===== config.mk =====
export PLATFORM = sky130hd
export DESIGN_NAME = msps_seq
export DESIGN_NICKNAME = d
export VERILOG_FILES = /design/src/core/msps_cfg_reg.v /design/src/core/msps_seq.v
export VERILOG_INCLUDE_DIRS = /design/src /design/src/core
export SDC_FILE = /design/constraint.sdc
export NUM_CORES = 1
export LEC_CHECK = 0
export ABC_AREA = 1
export BUFFER_PORTS_ARGS = -buffer_cell sky130_fd_sc_hd__buf_4
export CORE_MARGIN = 2
export CORE_UTILIZATION = 60
export CTS_CLUSTER_SIZE = 14
export DETAILED_ROUTE_END_ITERATION = 12
export PLACE_DENSITY = 0.86
export REMOVE_ABC_BUFFERS = 1
export SLEW_MARGIN = 20
export SYNTH_ARGS = -nofsm -noshare
export SYNTH_HDL_FRONTEND = slang
export SYNTH_SLANG_ARGS = --single-unit

===== constraint.sdc =====
create_clock -name clk_i -period 5.8 [get_ports clk_i]
set_input_delay 1.45 -clock clk_i [delete_from_list [all_inputs] [get_ports clk_i]]
set_output_delay 1.45 -clock clk_i [all_outputs]
set_load 0.02 [all_outputs]

===== src/core/msps_defs.vh =====
// Constants of the multi-segment position sequencer
`ifndef MSPS_DEFS_VH
`define MSPS_DEFS_VH
// ********************************
// Timing
// ********************************
`define MSPS_CLK_NS        32'h0000000A
`define MSPS_MS_NS         32'h000F4240
`define MSPS_MS_PER_S      10'h3E8
// ********************************
// Register byte addresses
// ********************************
`define MSPS_A_POS         8'h00
`define MSPS_A_SPEED       8'h04
`define MSPS_A_ACCEL       8'h08
`define MSPS_A_IDLE        8'h0C
`define MSPS_A_DEC1        8'h10
`define MSPS_A_DEC2        8'h14
`define MSPS_A_TRIG        8'h18
`define MSPS_A_NEXT        8'h1C
`define MSPS_A_SRC         8'h20
`define MSPS_A_UNIT        8'h24
`define MSPS_A_STAT        8'h28
// ********************************
// Reset values and limits
// ********************************
`define MSPS_POS_RST       32'h00002710
`define MSPS_POS_MIN       32'h80000001
`define MSPS_POS_NEG_OVF   32'h80000000
`define MSPS_SPEED_RST     16'h01F4
`define MSPS_SPEED_MAX     16'h7FFF
`define MSPS_TIME_RST      16'h01F4
`define MSPS_TIME_MAX      16'hFFFF
`define MSPS_IDLE_RST      16'h0001
`define MSPS_IDLE_MAX      16'h7FFF
`define MSPS_TRIG_RST      16'h0001
`define MSPS_TRIG_MAX      16'h0003
`define MSPS_NEXT_RST      16'h0000
`define MSPS_NEXT_MAX      16'h0001
`define MSPS_SRC_RST       16'h0000
`define MSPS_SRC_MAX       16'h0004
`define MSPS_UNIT_RST      16'h0000
`define MSPS_UNIT_MAX      16'h0001
// ********************************
// Fields and codes
// ********************************
`define MSPS_TRIG_EDGE     0
`define MSPS_TRIG_HOLD     1
`define MSPS_SRC_STORED    16'h0000
`define MSPS_SRC_AIN1      16'h0001
`define MSPS_SRC_AIN2      16'h0002
`define MSPS_SRC_AIN3      16'h0003
`define MSPS_SRC_PULSE     16'h0004
`define MSPS_LAST_SEG      4'hF
`define MSPS_ST_IDLE       2'h0
`define MSPS_ST_ISSUE      2'h1
`define MSPS_ST_WAIT       2'h2
`define MSPS_ST_DWELL      2'h3
`endif


===== src/core/msps_cfg_reg.v =====
// Clamping configuration register
`timescale 1ns/10ps
`default_nettype none
module msps_cfg_reg #(
    parameter         W   = 16,
    parameter [W-1:0] RST = {W{1'b0}},
    parameter [W-1:0] MAX = {W{1'b1}}
) (
    input  wire         clk_i,
    input  wire         rst_i,
    input  wire         we_i,
    input  wire [W-1:0] d_i,
    output reg  [W-1:0] q_ff
);
    // ********************************
    // Storage
    // ********************************
    // Out-of-range writes saturate so the profile never sees an illegal value
    always @(posedge clk_i) begin
        if (rst_i) begin
            q_ff <= RST;
        end else if (we_i) begin
            q_ff <= (d_i > MAX) ? MAX : d_i;
        end
    end
endmodule
`default_nettype wire


===== src/core/msps_seq.v =====
// Multi-segment position sequencer with Wishbone register slave
`timescale 1ns/10ps
`default_nettype none
`include "msps_defs.vh"
module msps_seq #(
    parameter MS_CYCLES = `MSPS_MS_NS / `MSPS_CLK_NS
) (
    input  wire        clk_i,
    input  wire        rst_i,
    input  wire        wb_cyc_i,
    input  wire        wb_stb_i,
    input  wire        wb_we_i,
    input  wire [7:0]  wb_adr_i,
    input  wire [3:0]  wb_sel_i,
    input  wire [31:0] wb_dat_i,
    output reg  [31:0] wb_dat_o,
    output reg         wb_ack_o,
    input  wire        run_trigger_i,
    input  wire        run_retrigger_input_i,
    input  wire        seg_from_di_i,
    input  wire [3:0]  di_seg_sel_i,
    input  wire        seg_done_i,
    input  wire [15:0] analog_in_one_i,
    input  wire [15:0] analog_in_two_i,
    input  wire [15:0] analog_in_three_i,
    input  wire [15:0] pulse_rate_i,
    output reg         seg_issue_o,
    output reg  [3:0]  seg_sel_o,
    output reg  [31:0] seg_pos_o,
    output reg  [15:0] seg_speed_o,
    output reg  [15:0] seg_accel_o,
    output reg  [15:0] seg_decel1_o,
    output reg  [15:0] seg_decel2_o,
    output reg         run_active_o
);
    // ********************************
    // Declarations
    // ********************************
    wire [15:0] speed_q;
    wire [15:0] accel_q;
    wire [15:0] idle_q;
    wire [15:0] dec1_q;
    wire [15:0] dec2_q;
    wire [15:0] trig_q;
    wire [15:0] next_q;
    wire [15:0] src_q;
    wire [15:0] unit_q;
    reg  [31:0] pos_ff;
    reg  [31:0] rd_val;
    reg  [31:0] wr_val;
    wire [31:0] sel_mask;
    wire        wr_en;
    reg  [19:0] ms_cnt_ff;
    reg         ms_tick_ff;
    reg  [9:0]  s_cnt_ff;
    reg         s_tick_ff;
    wire        unit_tick;
    reg  [1:0]  state_ff;
    reg  [1:0]  nxt_state;
    reg  [15:0] dwell_ff;
    reg         trig_q_ff;
    reg         retrig_q_ff;
    reg  [3:0]  di_q_ff;
    wire        trig_rise;
    wire        retrig_rise;
    wire        di_change;
    wire        start_req;
    wire        stop_req;
    reg  [15:0] src_speed;

    // ********************************
    // Wishbone slave
    // ********************************
    // Ack one cycle after the strobe; the write lands on the ack edge
    always @(posedge clk_i) begin
        if (rst_i) begin
            wb_ack_o <= 1'b0;
            wb_dat_o <= 32'h00000000;
        end else begin
            wb_ack_o <= wb_cyc_i & wb_stb_i & ~wb_ack_o;
            if (wb_cyc_i && wb_stb_i && !wb_ack_o) begin
                wb_dat_o <= rd_val;
            end
        end
    end

    assign wr_en    = wb_cyc_i & wb_stb_i & wb_we_i & wb_ack_o;
    assign sel_mask = {{8{wb_sel_i[3]}}, {8{wb_sel_i[2]}},
                       {8{wb_sel_i[1]}}, {8{wb_sel_i[0]}}};

    // Read mux; unmapped addresses read zero and ignore writes
    always @* begin
        case (wb_adr_i)
            `MSPS_A_POS:   rd_val = pos_ff;
            `MSPS_A_SPEED: rd_val = {16'h0000, speed_q};
            `MSPS_A_ACCEL: rd_val = {16'h0000, accel_q};
            `MSPS_A_IDLE:  rd_val = {16'h0000, idle_q};
            `MSPS_A_DEC1:  rd_val = {16'h0000, dec1_q};
            `MSPS_A_DEC2:  rd_val = {16'h0000, dec2_q};
            `MSPS_A_TRIG:  rd_val = {16'h0000, trig_q};
            `MSPS_A_NEXT:  rd_val = {16'h0000, next_q};
            `MSPS_A_SRC:   rd_val = {16'h0000, src_q};
            `MSPS_A_UNIT:  rd_val = {16'h0000, unit_q};
            `MSPS_A_STAT:  rd_val = {24'h000000, seg_sel_o,
                                     1'b0, run_active_o, state_ff};
            default:       rd_val = 32'h00000000;
        endcase
    end

    // Byte lanes not selected keep their old contents
    always @* begin
        wr_val = (rd_val & ~sel_mask) | (wb_dat_i & sel_mask);
    end

    // ********************************
    // Parameter registers
    // ********************************
    // The one unrepresentable negative value is pulled back into range
    always @(posedge clk_i) begin
        if (rst_i) begin
            pos_ff <= `MSPS_POS_RST;
        end else if (wr_en && wb_adr_i == `MSPS_A_POS) begin
            pos_ff <= (wr_val == `MSPS_POS_NEG_OVF) ? `MSPS_POS_MIN : wr_val;
        end
    end

    msps_cfg_reg #(.W(16), .RST(`MSPS_SPEED_RST), .MAX(`MSPS_SPEED_MAX)) u_speed (
        .clk_i (clk_i),
        .rst_i (rst_i),
        .we_i  (wr_en && wb_adr_i == `MSPS_A_SPEED),
        .d_i   (wr_val[15:0]),
        .q_ff  (speed_q)
    );
    msps_cfg_reg #(.W(16), .RST(`MSPS_TIME_RST), .MAX(`MSPS_TIME_MAX)) u_accel (
        .clk_i (clk_i),
        .rst_i (rst_i),
        .we_i  (wr_en && wb_adr_i == `MSPS_A_ACCEL),
        .d_i   (wr_val[15:0]),
        .q_ff  (accel_q)
    );
    msps_cfg_reg #(.W(16), .RST(`MSPS_IDLE_RST), .MAX(`MSPS_IDLE_MAX)) u_idle (
        .clk_i (clk_i),
        .rst_i (rst_i),
        .we_i  (wr_en && wb_adr_i == `MSPS_A_IDLE),
        .d_i   (wr_val[15:0]),
        .q_ff  (idle_q)
    );
    msps_cfg_reg #(.W(16), .RST(`MSPS_TIME_RST), .MAX(`MSPS_TIME_MAX)) u_dec1 (
        .clk_i (clk_i),
        .rst_i (rst_i),
        .we_i  (wr_en && wb_adr_i == `MSPS_A_DEC1),
        .d_i   (wr_val[15:0]),
        .q_ff  (dec1_q)
    );
    msps_cfg_reg #(.W(16), .RST(`MSPS_TIME_RST), .MAX(`MSPS_TIME_MAX)) u_dec2 (
        .clk_i (clk_i),
        .rst_i (rst_i),
        .we_i  (wr_en && wb_adr_i == `MSPS_A_DEC2),
        .d_i   (wr_val[15:0]),
        .q_ff  (dec2_q)
    );
    msps_cfg_reg #(.W(16), .RST(`MSPS_TRIG_RST), .MAX(`MSPS_TRIG_MAX)) u_trig (
        .clk_i (clk_i),
        .rst_i (rst_i),
        .we_i  (wr_en && wb_adr_i == `MSPS_A_TRIG),
        .d_i   (wr_val[15:0]),
        .q_ff  (trig_q)
    );
    msps_cfg_reg #(.W(16), .RST(`MSPS_NEXT_RST), .MAX(`MSPS_NEXT_MAX)) u_next (
        .clk_i (clk_i),
        .rst_i (rst_i),
        .we_i  (wr_en && wb_adr_i == `MSPS_A_NEXT),
        .d_i   (wr_val[15:0]),
        .q_ff  (next_q)
    );
    msps_cfg_reg #(.W(16), .RST(`MSPS_SRC_RST), .MAX(`MSPS_SRC_MAX)) u_src (
        .clk_i (clk_i),
        .rst_i (rst_i),
        .we_i  (wr_en && wb_adr_i == `MSPS_A_SRC),
        .d_i   (wr_val[15:0]),
        .q_ff  (src_q)
    );
    msps_cfg_reg #(.W(16), .RST(`MSPS_UNIT_RST), .MAX(`MSPS_UNIT_MAX)) u_unit (
        .clk_i (clk_i),
        .rst_i (rst_i),
        .we_i  (wr_en && wb_adr_i == `MSPS_A_UNIT),
        .d_i   (wr_val[15:0]),
        .q_ff  (unit_q)
    );

    // ********************************
    // Time base
    // ********************************
    // Free-running ticks; the first unit of a dwell may therefore be short
    always @(posedge clk_i) begin
        if (rst_i) begin
            ms_cnt_ff  <= 20'h00000;
            ms_tick_ff <= 1'b0;
            s_cnt_ff   <= 10'h000;
            s_tick_ff  <= 1'b0;
        end else begin
            ms_tick_ff <= (ms_cnt_ff == MS_CYCLES[19:0] - 20'h00001);
            ms_cnt_ff  <= (ms_cnt_ff == MS_CYCLES[19:0] - 20'h00001) ?
                          20'h00000 : ms_cnt_ff + 20'h00001;
            s_tick_ff  <= 1'b0;
            if (ms_tick_ff) begin
                s_tick_ff <= (s_cnt_ff == `MSPS_MS_PER_S - 10'h001);
                s_cnt_ff  <= (s_cnt_ff == `MSPS_MS_PER_S - 10'h001) ?
                             10'h000 : s_cnt_ff + 10'h001;
            end
        end
    end

    assign unit_tick = unit_q[0] ? s_tick_ff : ms_tick_ff;

    // ********************************
    // Trigger detection
    // ********************************
    always @(posedge clk_i) begin
        if (rst_i) begin
            trig_q_ff   <= 1'b0;
            retrig_q_ff <= 1'b0;
            di_q_ff     <= 4'h0;
        end else begin
            trig_q_ff   <= run_trigger_i;
            retrig_q_ff <= run_retrigger_input_i;
            di_q_ff     <= di_seg_sel_i;
        end
    end

    assign trig_rise   = run_trigger_i & ~trig_q_ff;
    assign retrig_rise = run_retrigger_input_i & ~retrig_q_ff;
    assign di_change   = seg_from_di_i & (di_seg_sel_i != di_q_ff);

    // Level mode runs while the trigger is high; edge mode needs a rising edge
    assign start_req =
        (trig_q[`MSPS_TRIG_EDGE] ? trig_rise :
         (run_trigger_i && state_ff == `MSPS_ST_IDLE)) |
        (di_change & ~trig_q[`MSPS_TRIG_HOLD]) |
        (seg_from_di_i & trig_q[`MSPS_TRIG_HOLD] & retrig_rise);
    assign stop_req  = ~trig_q[`MSPS_TRIG_EDGE] & ~run_trigger_i;

    // ********************************
    // Segment sequencer
    // ********************************
    always @* begin
        nxt_state = state_ff;
        case (state_ff)
            `MSPS_ST_IDLE: begin
                if (start_req) begin
                    nxt_state = `MSPS_ST_ISSUE;
                end
            end
            `MSPS_ST_ISSUE: begin
                nxt_state = next_q[0] ? `MSPS_ST_DWELL :
                            `MSPS_ST_WAIT;
            end
            `MSPS_ST_WAIT: begin
                if (seg_done_i) begin
                    nxt_state = `MSPS_ST_DWELL;
                end
            end
            `MSPS_ST_DWELL: begin
                // Live compare, so a new idle time acts at once
                if (dwell_ff >= idle_q) begin
                    nxt_state = `MSPS_ST_ISSUE;
                end
            end
            default: begin
                nxt_state = `MSPS_ST_IDLE;
            end
        endcase
        // Stop wins over a start in the same cycle
        if (stop_req) begin
            nxt_state = `MSPS_ST_IDLE;
        end else if (start_req) begin
            nxt_state = `MSPS_ST_ISSUE;
        end
    end

    // State, dwell counter and issue pulse
    always @(posedge clk_i) begin
        if (rst_i) begin
            state_ff     <= `MSPS_ST_IDLE;
            dwell_ff     <= 16'h0000;
            seg_issue_o  <= 1'b0;
            seg_sel_o    <= `MSPS_LAST_SEG;
            run_active_o <= 1'b0;
        end else begin
            state_ff     <= nxt_state;
            run_active_o <= (nxt_state != `MSPS_ST_IDLE);
            seg_issue_o  <= (state_ff == `MSPS_ST_ISSUE);
            if (state_ff == `MSPS_ST_ISSUE) begin
                seg_sel_o <= seg_from_di_i ? di_seg_sel_i : `MSPS_LAST_SEG;
            end
            if (state_ff != `MSPS_ST_DWELL) begin
                dwell_ff <= 16'h0000;
            end else if (unit_tick && dwell_ff != `MSPS_TIME_MAX) begin
                dwell_ff <= dwell_ff + 16'h0001;
            end
        end
    end

    // ********************************
    // Speed source and profile outputs
    // ********************************
    // Unsupported third analog input gives zero speed
    always @* begin
        case (src_q)
            `MSPS_SRC_STORED: src_speed = speed_q;
            `MSPS_SRC_AIN1:   src_speed = analog_in_one_i;
            `MSPS_SRC_AIN2:   src_speed = analog_in_two_i;
            `MSPS_SRC_AIN3:   src_speed = 16'h0000;
            `MSPS_SRC_PULSE:  src_speed = pulse_rate_i;
            default:          src_speed = 16'h0000;
        endcase
    end

    // Outputs track the registers every cycle, not only at issue
    always @(posedge clk_i) begin
        if (rst_i) begin
            seg_pos_o    <= `MSPS_POS_RST;
            seg_speed_o  <= `MSPS_SPEED_RST;
            seg_accel_o  <= `MSPS_TIME_RST;
            seg_decel1_o <= `MSPS_TIME_RST;
            seg_decel2_o <= `MSPS_TIME_RST;
        end else begin
            seg_pos_o    <= pos_ff;
            seg_speed_o  <= (src_speed > `MSPS_SPEED_MAX) ?
                            `MSPS_SPEED_MAX : src_speed;
            seg_accel_o  <= accel_q;
            seg_decel1_o <= dec1_q;
            seg_decel2_o <= dec2_q;
        end
    end
endmodule
`default_nettype wire


### Word-level counts from Yosys, hierarchy flattened

Index checks and enable logic that the tools add are counted.

* add/sub/neg operators: 3
* order comparisons: 7
* eq/ne operators: 22
* multiplexer cells: 19
* bitwise gates (word level): 24
* reduce and logical (&&, ||, !) cells: 23

Operator list (number)
* $pmux 32 s11: 1
* $mux 16: 5
* $and 32x32->32: 2
* $pmux 16 s4: 1
* $eq 32x32->1 const B: 1
* $eq 8x5->1 const B: 4
* $gt 16x15->1 const B: 2
* $mux 32: 1
* $not 32->32: 1
* $or 32x32->32: 1
* $eq 8x6->1 const B: 3
* $add 20x1->20 const B: 1
* $eq 20x17->1 const B: 1
* $add 16x1->16 const B: 1
* $eq 16x1->1 const B: 1
* $eq 16x2->1 const B: 1
* $eq 16x3->1 const B: 1
* $eq 8x4->1 const B: 2
* $ge 16x16->1: 1
* $gt 16x1->1 const B: 1
* $gt 16x16->1 const B: 1
* $gt 16x2->1 const B: 1
* $gt 16x3->1 const B: 1
* $logic_not 16->1: 1
* 23 further kinds: 62

* register bits after elaboration: 367
* bits of input ports: 121

### Depth between registers and ports, before layout

* depth after elaboration: 8
* mapped depth: 17

### Cells and area by module

From an unflattened synthesis, not the netlist that was laid out.

* cells, all modules: 2187
* area, all modules: 15935.3 um^2

Modules (own cells, without submodules)
* msps_seq: times used 1, cells an instance 1495, area each 10546.4 um^2, seq. area each 4464.3 um^2
* msps_cfg_reg at u_accel ...: times used 3, cells an instance 90, area each 645.6 um^2, seq. area each 320.3 um^2
* msps_cfg_reg at u_next ...: times used 2, cells an instance 70, area each 599.3 um^2, seq. area each 320.3 um^2
* msps_cfg_reg at u_speed: times used 1, cells an instance 70, area each 608.1 um^2, seq. area each 320.3 um^2
* msps_cfg_reg at u_idle: times used 1, cells an instance 70, area each 558.0 um^2, seq. area each 320.3 um^2
* msps_cfg_reg at u_trig: times used 1, cells an instance 71, area each 545.5 um^2, seq. area each 320.3 um^2
* msps_cfg_reg at u_src: times used 1, cells an instance 71, area each 541.8 um^2, seq. area each 320.3 um^2

### Worst setup path after synthesis

No wires, ideal clock.

* path kind: input to register
* from: in wb_adr_i[6]
* to: reg u_src.q_ff[2]
* data arrival time: 2851 ps
* required time: 5691 ps
* path slack: 2840 ps
* cell stages on the path: 17
* path buffers: 1
* cells stage by stage: inv_1 > nand2_1 > nor2_2 > clkbuf_1 > nand3_1 > nand2_1 > nor2_1 > nand3_1 > nand2_1 > nand2_2 > nand2_1 > nor2_1 > nand2_1 > nand2_1 > nand3_1 > nand2_1 > inv_1

* word-level cells in the longest chain between the ends: 6
* elaborated cells between the ends (all ways): 17
* classes of those cells: order compare: 1; eq/ne: 10; mux: 2; bitwise: 2; reduce/logical: 2

Ends and longest elaborated chain
* from (decl): RTL line msps_seq.v:13 `input wire [7:0] wb_adr_i,`
* $eq 8x6->1 (tied with other cells): RTL line msps_seq.v:93 `case (wb_adr_i)`
* $pmux 32 s11: RTL line msps_seq.v:93
* $and 32x32->32: RTL line msps_seq.v:112 `wr_val = (rd_val & ~sel_mask) | (wb_dat_i & sel_mask);`
* $or 32x32->32: RTL line msps_seq.v:112
* $gt 16x3->1: RTL line msps_cfg_reg.v:23 `q_ff <= (d_i > MAX) ? MAX : d_i;`
* $mux 16: RTL line msps_cfg_reg.v:23
* to (signal assigned): RTL line msps_cfg_reg.v:23
* to (decl): RTL line msps_cfg_reg.v:13 `output reg [W-1:0] q_ff`

Several ways; a longest one is shown, not always the timed one.
A chain may end at the register's enable or synchronous reset.

### Worst setup path in the final report

* from: in wb_adr_i[7]
* to: reg pos_ff[22]

* word-level cells in the longest chain between the ends: 6
* elaborated cells between the ends (all ways): 17
* classes of those cells: eq/ne: 11; mux: 2; bitwise: 2; reduce/logical: 2

Ends and longest elaborated chain
* $eq 8x6->1 (tied with other cells): RTL line msps_seq.v:93
* $pmux 32 s11: RTL line msps_seq.v:93
* $and 32x32->32: RTL line msps_seq.v:112
* $or 32x32->32: RTL line msps_seq.v:112
* $eq 32x32->1 (no source line)
* $mux 32: RTL line msps_seq.v:123 `` pos_ff <= (wr_val == `MSPS_POS_NEG_OVF) ? `MSPS_POS_MIN : wr_val; ``
* to (signal assigned): RTL line msps_seq.v:121 `` pos_ff <= `MSPS_POS_RST; ``
* to (signal assigned): RTL line msps_seq.v:123
* to (decl): RTL line msps_seq.v:48 `reg [31:0] pos_ff;`

Several ways; a longest one is shown, not always the timed one.

==> impl_metrics.tcl <==
set metrics [dict create \
    end_kind "flop" \
    start_util_pct 61.3 \
    synth_warnings 0 \
    die_w_um 165 \
    postSynthCellCount 2147 \
    required_ns 6.26 \
    ios 256 \
    cts.clk_slew.worst_paths_ns 0.06 \
    root_buffer "clkbuf_16" \
    place_congestion 0.934 \
    cp-startpoint "wb_adr_i[7]" \
    maxCapViolations 0 \
    cp_max_fo 37 \
    p_leak_nw 8.38 \
    syn_avg_cell_area_um2 7.21 \
    grt_use_total_pct 32.6 \
    synth_top_area_share_pct 47.5 \
    ys_seq_elements 367 \
    globalRouteOverflowTotal 0 \
    path_class "in -> reg" \
    cts_resized 0 \
    nets 2483 \
    dieArea_mm2 0.0271 \
    cts_tree "yes" \
    rsz0062_at_grt "no" \
    vias_per_cell 5.58 \
    drive_above_1_share_pct 16.1 \
    fin_crit_sh_pct 65.7 \
    grt_max_degree 85 \
    antenna_found_initial 0 \
    ys_seq_area_share_pct 47.5 \
    drtPass1Iterations 5 \
    drt_iter0_drc 1748 \
    detail_route.wl_per_cell_um 16.9 \
    drt-total-wl_um 45600 \
    core_area_mm2 0.0253 \
    hold_class "reg -> reg" \
    critPathLaunchType "input port" \
    dpl.hpwl_um 31600 \
    fin_ws_ns 1.99 \
    p_per_area_mw_per_mm2 289 \
    hold_viol 0 \
    fin_crit_ns 3.81 \
    fin_skew_ns 0.0237 \
    ys_async_sr_fraction_pct 0 \
    relSlewSlack_pct 24.0 \
    regToRegEndpoint "seg_speed_o[8]$_SDFF_PP1_" \
    numCtsBuffers 38 \
    htreeDepth 2 \
    synthFlopType "dfxtp_1" \
    synth_area_leader_cell "dfxtp_1" \
    syn2layout_area_growth_pct 20.8 \
    die_h_um 165 \
    synth-edff-count 0 \
    crit_end "pos_ff[22]$_SDFFE_PP0P_" \
    power.total_mw 5.41 \
    detail-route-antenna-nets 0 \
    fmax_mhz 262 \
    synth_cell_types 48 \
    yosys-top-cells-count "367 x dfxtp_1, 326 x nor2_1, 321 x nand2_1" \
    cp.arrival_ns 4.27 \
    final-setup-viol-count 0 \
    hold_buffers 0 \
    r2r_start "u_src.q_ff[12]$_SDFFE_PP0P_" \
    synthTopCellsByArea "dfxtp_1 47%, nor2_1 7.9%, nand2_1 7.8%, inv_1 7.3%, o21ai_0 5.7%" \
    worst_slew_pin_slew_ns 1.13 \
    synth_area_mm2 0.0155 \
    tns_ns 0 \
    reg2reg_setup_slack_ns 2.90 \
    vdd_drop_max_uv 290 \
    slew_violations 0 \
    post-place-ws_ns 1.53 \
    postCtsSetupBuffers 0 \
    rr_worst_depth 7 \
    clk_latency_ns 0.53 \
    diodes 0 \
    grt_pass1_wl_um 69900 \
    vias 15100 \
    status "complete, no violations" \
    synth.most_common_cell "dfxtp_1" \
    num_rows 58 \
    cts_sinks 367 \
    clock_path_buffers 3 \
    drc_errors 0 \
    hp-start "u_trig.q_ff[15]$_SDFFE_PP0P_" \
    io_buffers 239 \
    grt_pass1_vias 13800 \
]
==> critical path: stages <==
cell and delay (ns):
buf_4 0.11, nor2_1 0.19, nand2_2 0.14, inv_2 0.47, nand2_8 0.24, nor2_4 0.48
inv_2 0.41, nor2_1 0.33, inv_1 0.23, o21ai_0 0.20
==> worst min-delay path by stage <==
stage                                   endpoint  slack [ns]  depth (start not counted)
floorplan               seg_pos_o[10]$_SDFF_PP1_        0.40                          2
global placement        seg_pos_o[22]$_SDFF_PP0_        0.42                          2
detailed placement   u_next.q_ff[3]$_SDFFE_PP0P_        0.43                          2
CTS                  u_next.q_ff[3]$_SDFFE_PP0P_        0.44                          2
global route         u_trig.q_ff[4]$_SDFFE_PP0P_        0.45                          2
finish              u_trig.q_ff[15]$_SDFFE_PP0P_        0.44                          2
==> through the flow <==
step	util, %	hold WS (ns)	cells	instance area, um2
final	74.0	0.439	2702	18700
after global routing	74.0	0.449	2702	18700
after CTS	74.0	0.438	2702	18700
after detailed placement	68.7	0.428	2633	17400
after global placement	68.7	0.421	2633	17400
after floorplan	-	0.404	2053	15100
==> cell type report <==
class | instances | area [um2]
Clock buffer | 56 | 1150
Inverter | 308 | 1160
Tap cell | 330 | 413
Fill cell | 1939 | 6570
Clock inverter | 13 | 175
Sequential cell | 367 | 7350
Multi-Input combinational cell | 1378 | 6570
Timing Repair Buffer | 250 | 1880
==> report_power, final <==
group	switching, mW	total, mW	internal (mW)
combinational	0.188	0.295	0.107
clock	1.00	2.56	1.55
sequential	0.0148	2.56	2.54
total	1.20	5.41	4.20
==> state kept, by name (all words and copies together), names as in the netlist, 20 cells and up <==
| signal | flops |
|---|---|
| ms_cnt_ff | 20 |
| pos_ff | 32 |
| seg_pos_o | 32 |
| wb_dat_o | 32 |
==> routing by layer <==
layer / global-route usage, % / vias to the layer above / wire length (um) / part of all wire [%]
li1: - / 7276 / - / -
met1: 40.6 / 6897 / 17800 / 39
met2: 55.6 / 768 / 21700 / 48
met3: 5.40 / 139 / 4260 / 9.3
met4: 14.6 / 0 / 1860 / 4.1
met5: 0 / - / 0 / 0
==> cells in the final DEF (no fill, tap or decap), types with 7 or more instances in the layout <==
master,Yosys,final
nand2_1,321,320
o21ai_0,175,175
nor4_1,17,17
nor2_1,326,324
or2_2,30,30
clkbuf_8,0,11
buf_4,6,249
dfxtp_1,367,367
inv_1,299,298
nor3_1,52,52
nor2_2,9,9
o21ai_1,13,13
clkbuf_16,0,39
nand3_1,166,166
a211oi_1,7,7
nand2_2,8,9
o22ai_1,11,11
inv_2,7,7
ha_1,19,19
a21oi_1,155,155
nand4_1,23,23
==> kinds of logic (layout without fill, tap and decap cells) <==
kind of cell / after synthesis / count (layout) / share of synthesized area, %
xor gates and xnor gates: 7 / 7 / 0.396
other: 1 / 1 / 0.0242
buffers and inverters: 402 / 627 / 10.2
and+or+nand+nor: 962 / 962 / 27.0
AOI/OAI and AO/OA: 389 / 389 / 13.4
DFF: 367 / 367 / 47.5
adders and majority gates: 19 / 19 / 1.54
Power figures use the tool's default switching activity.
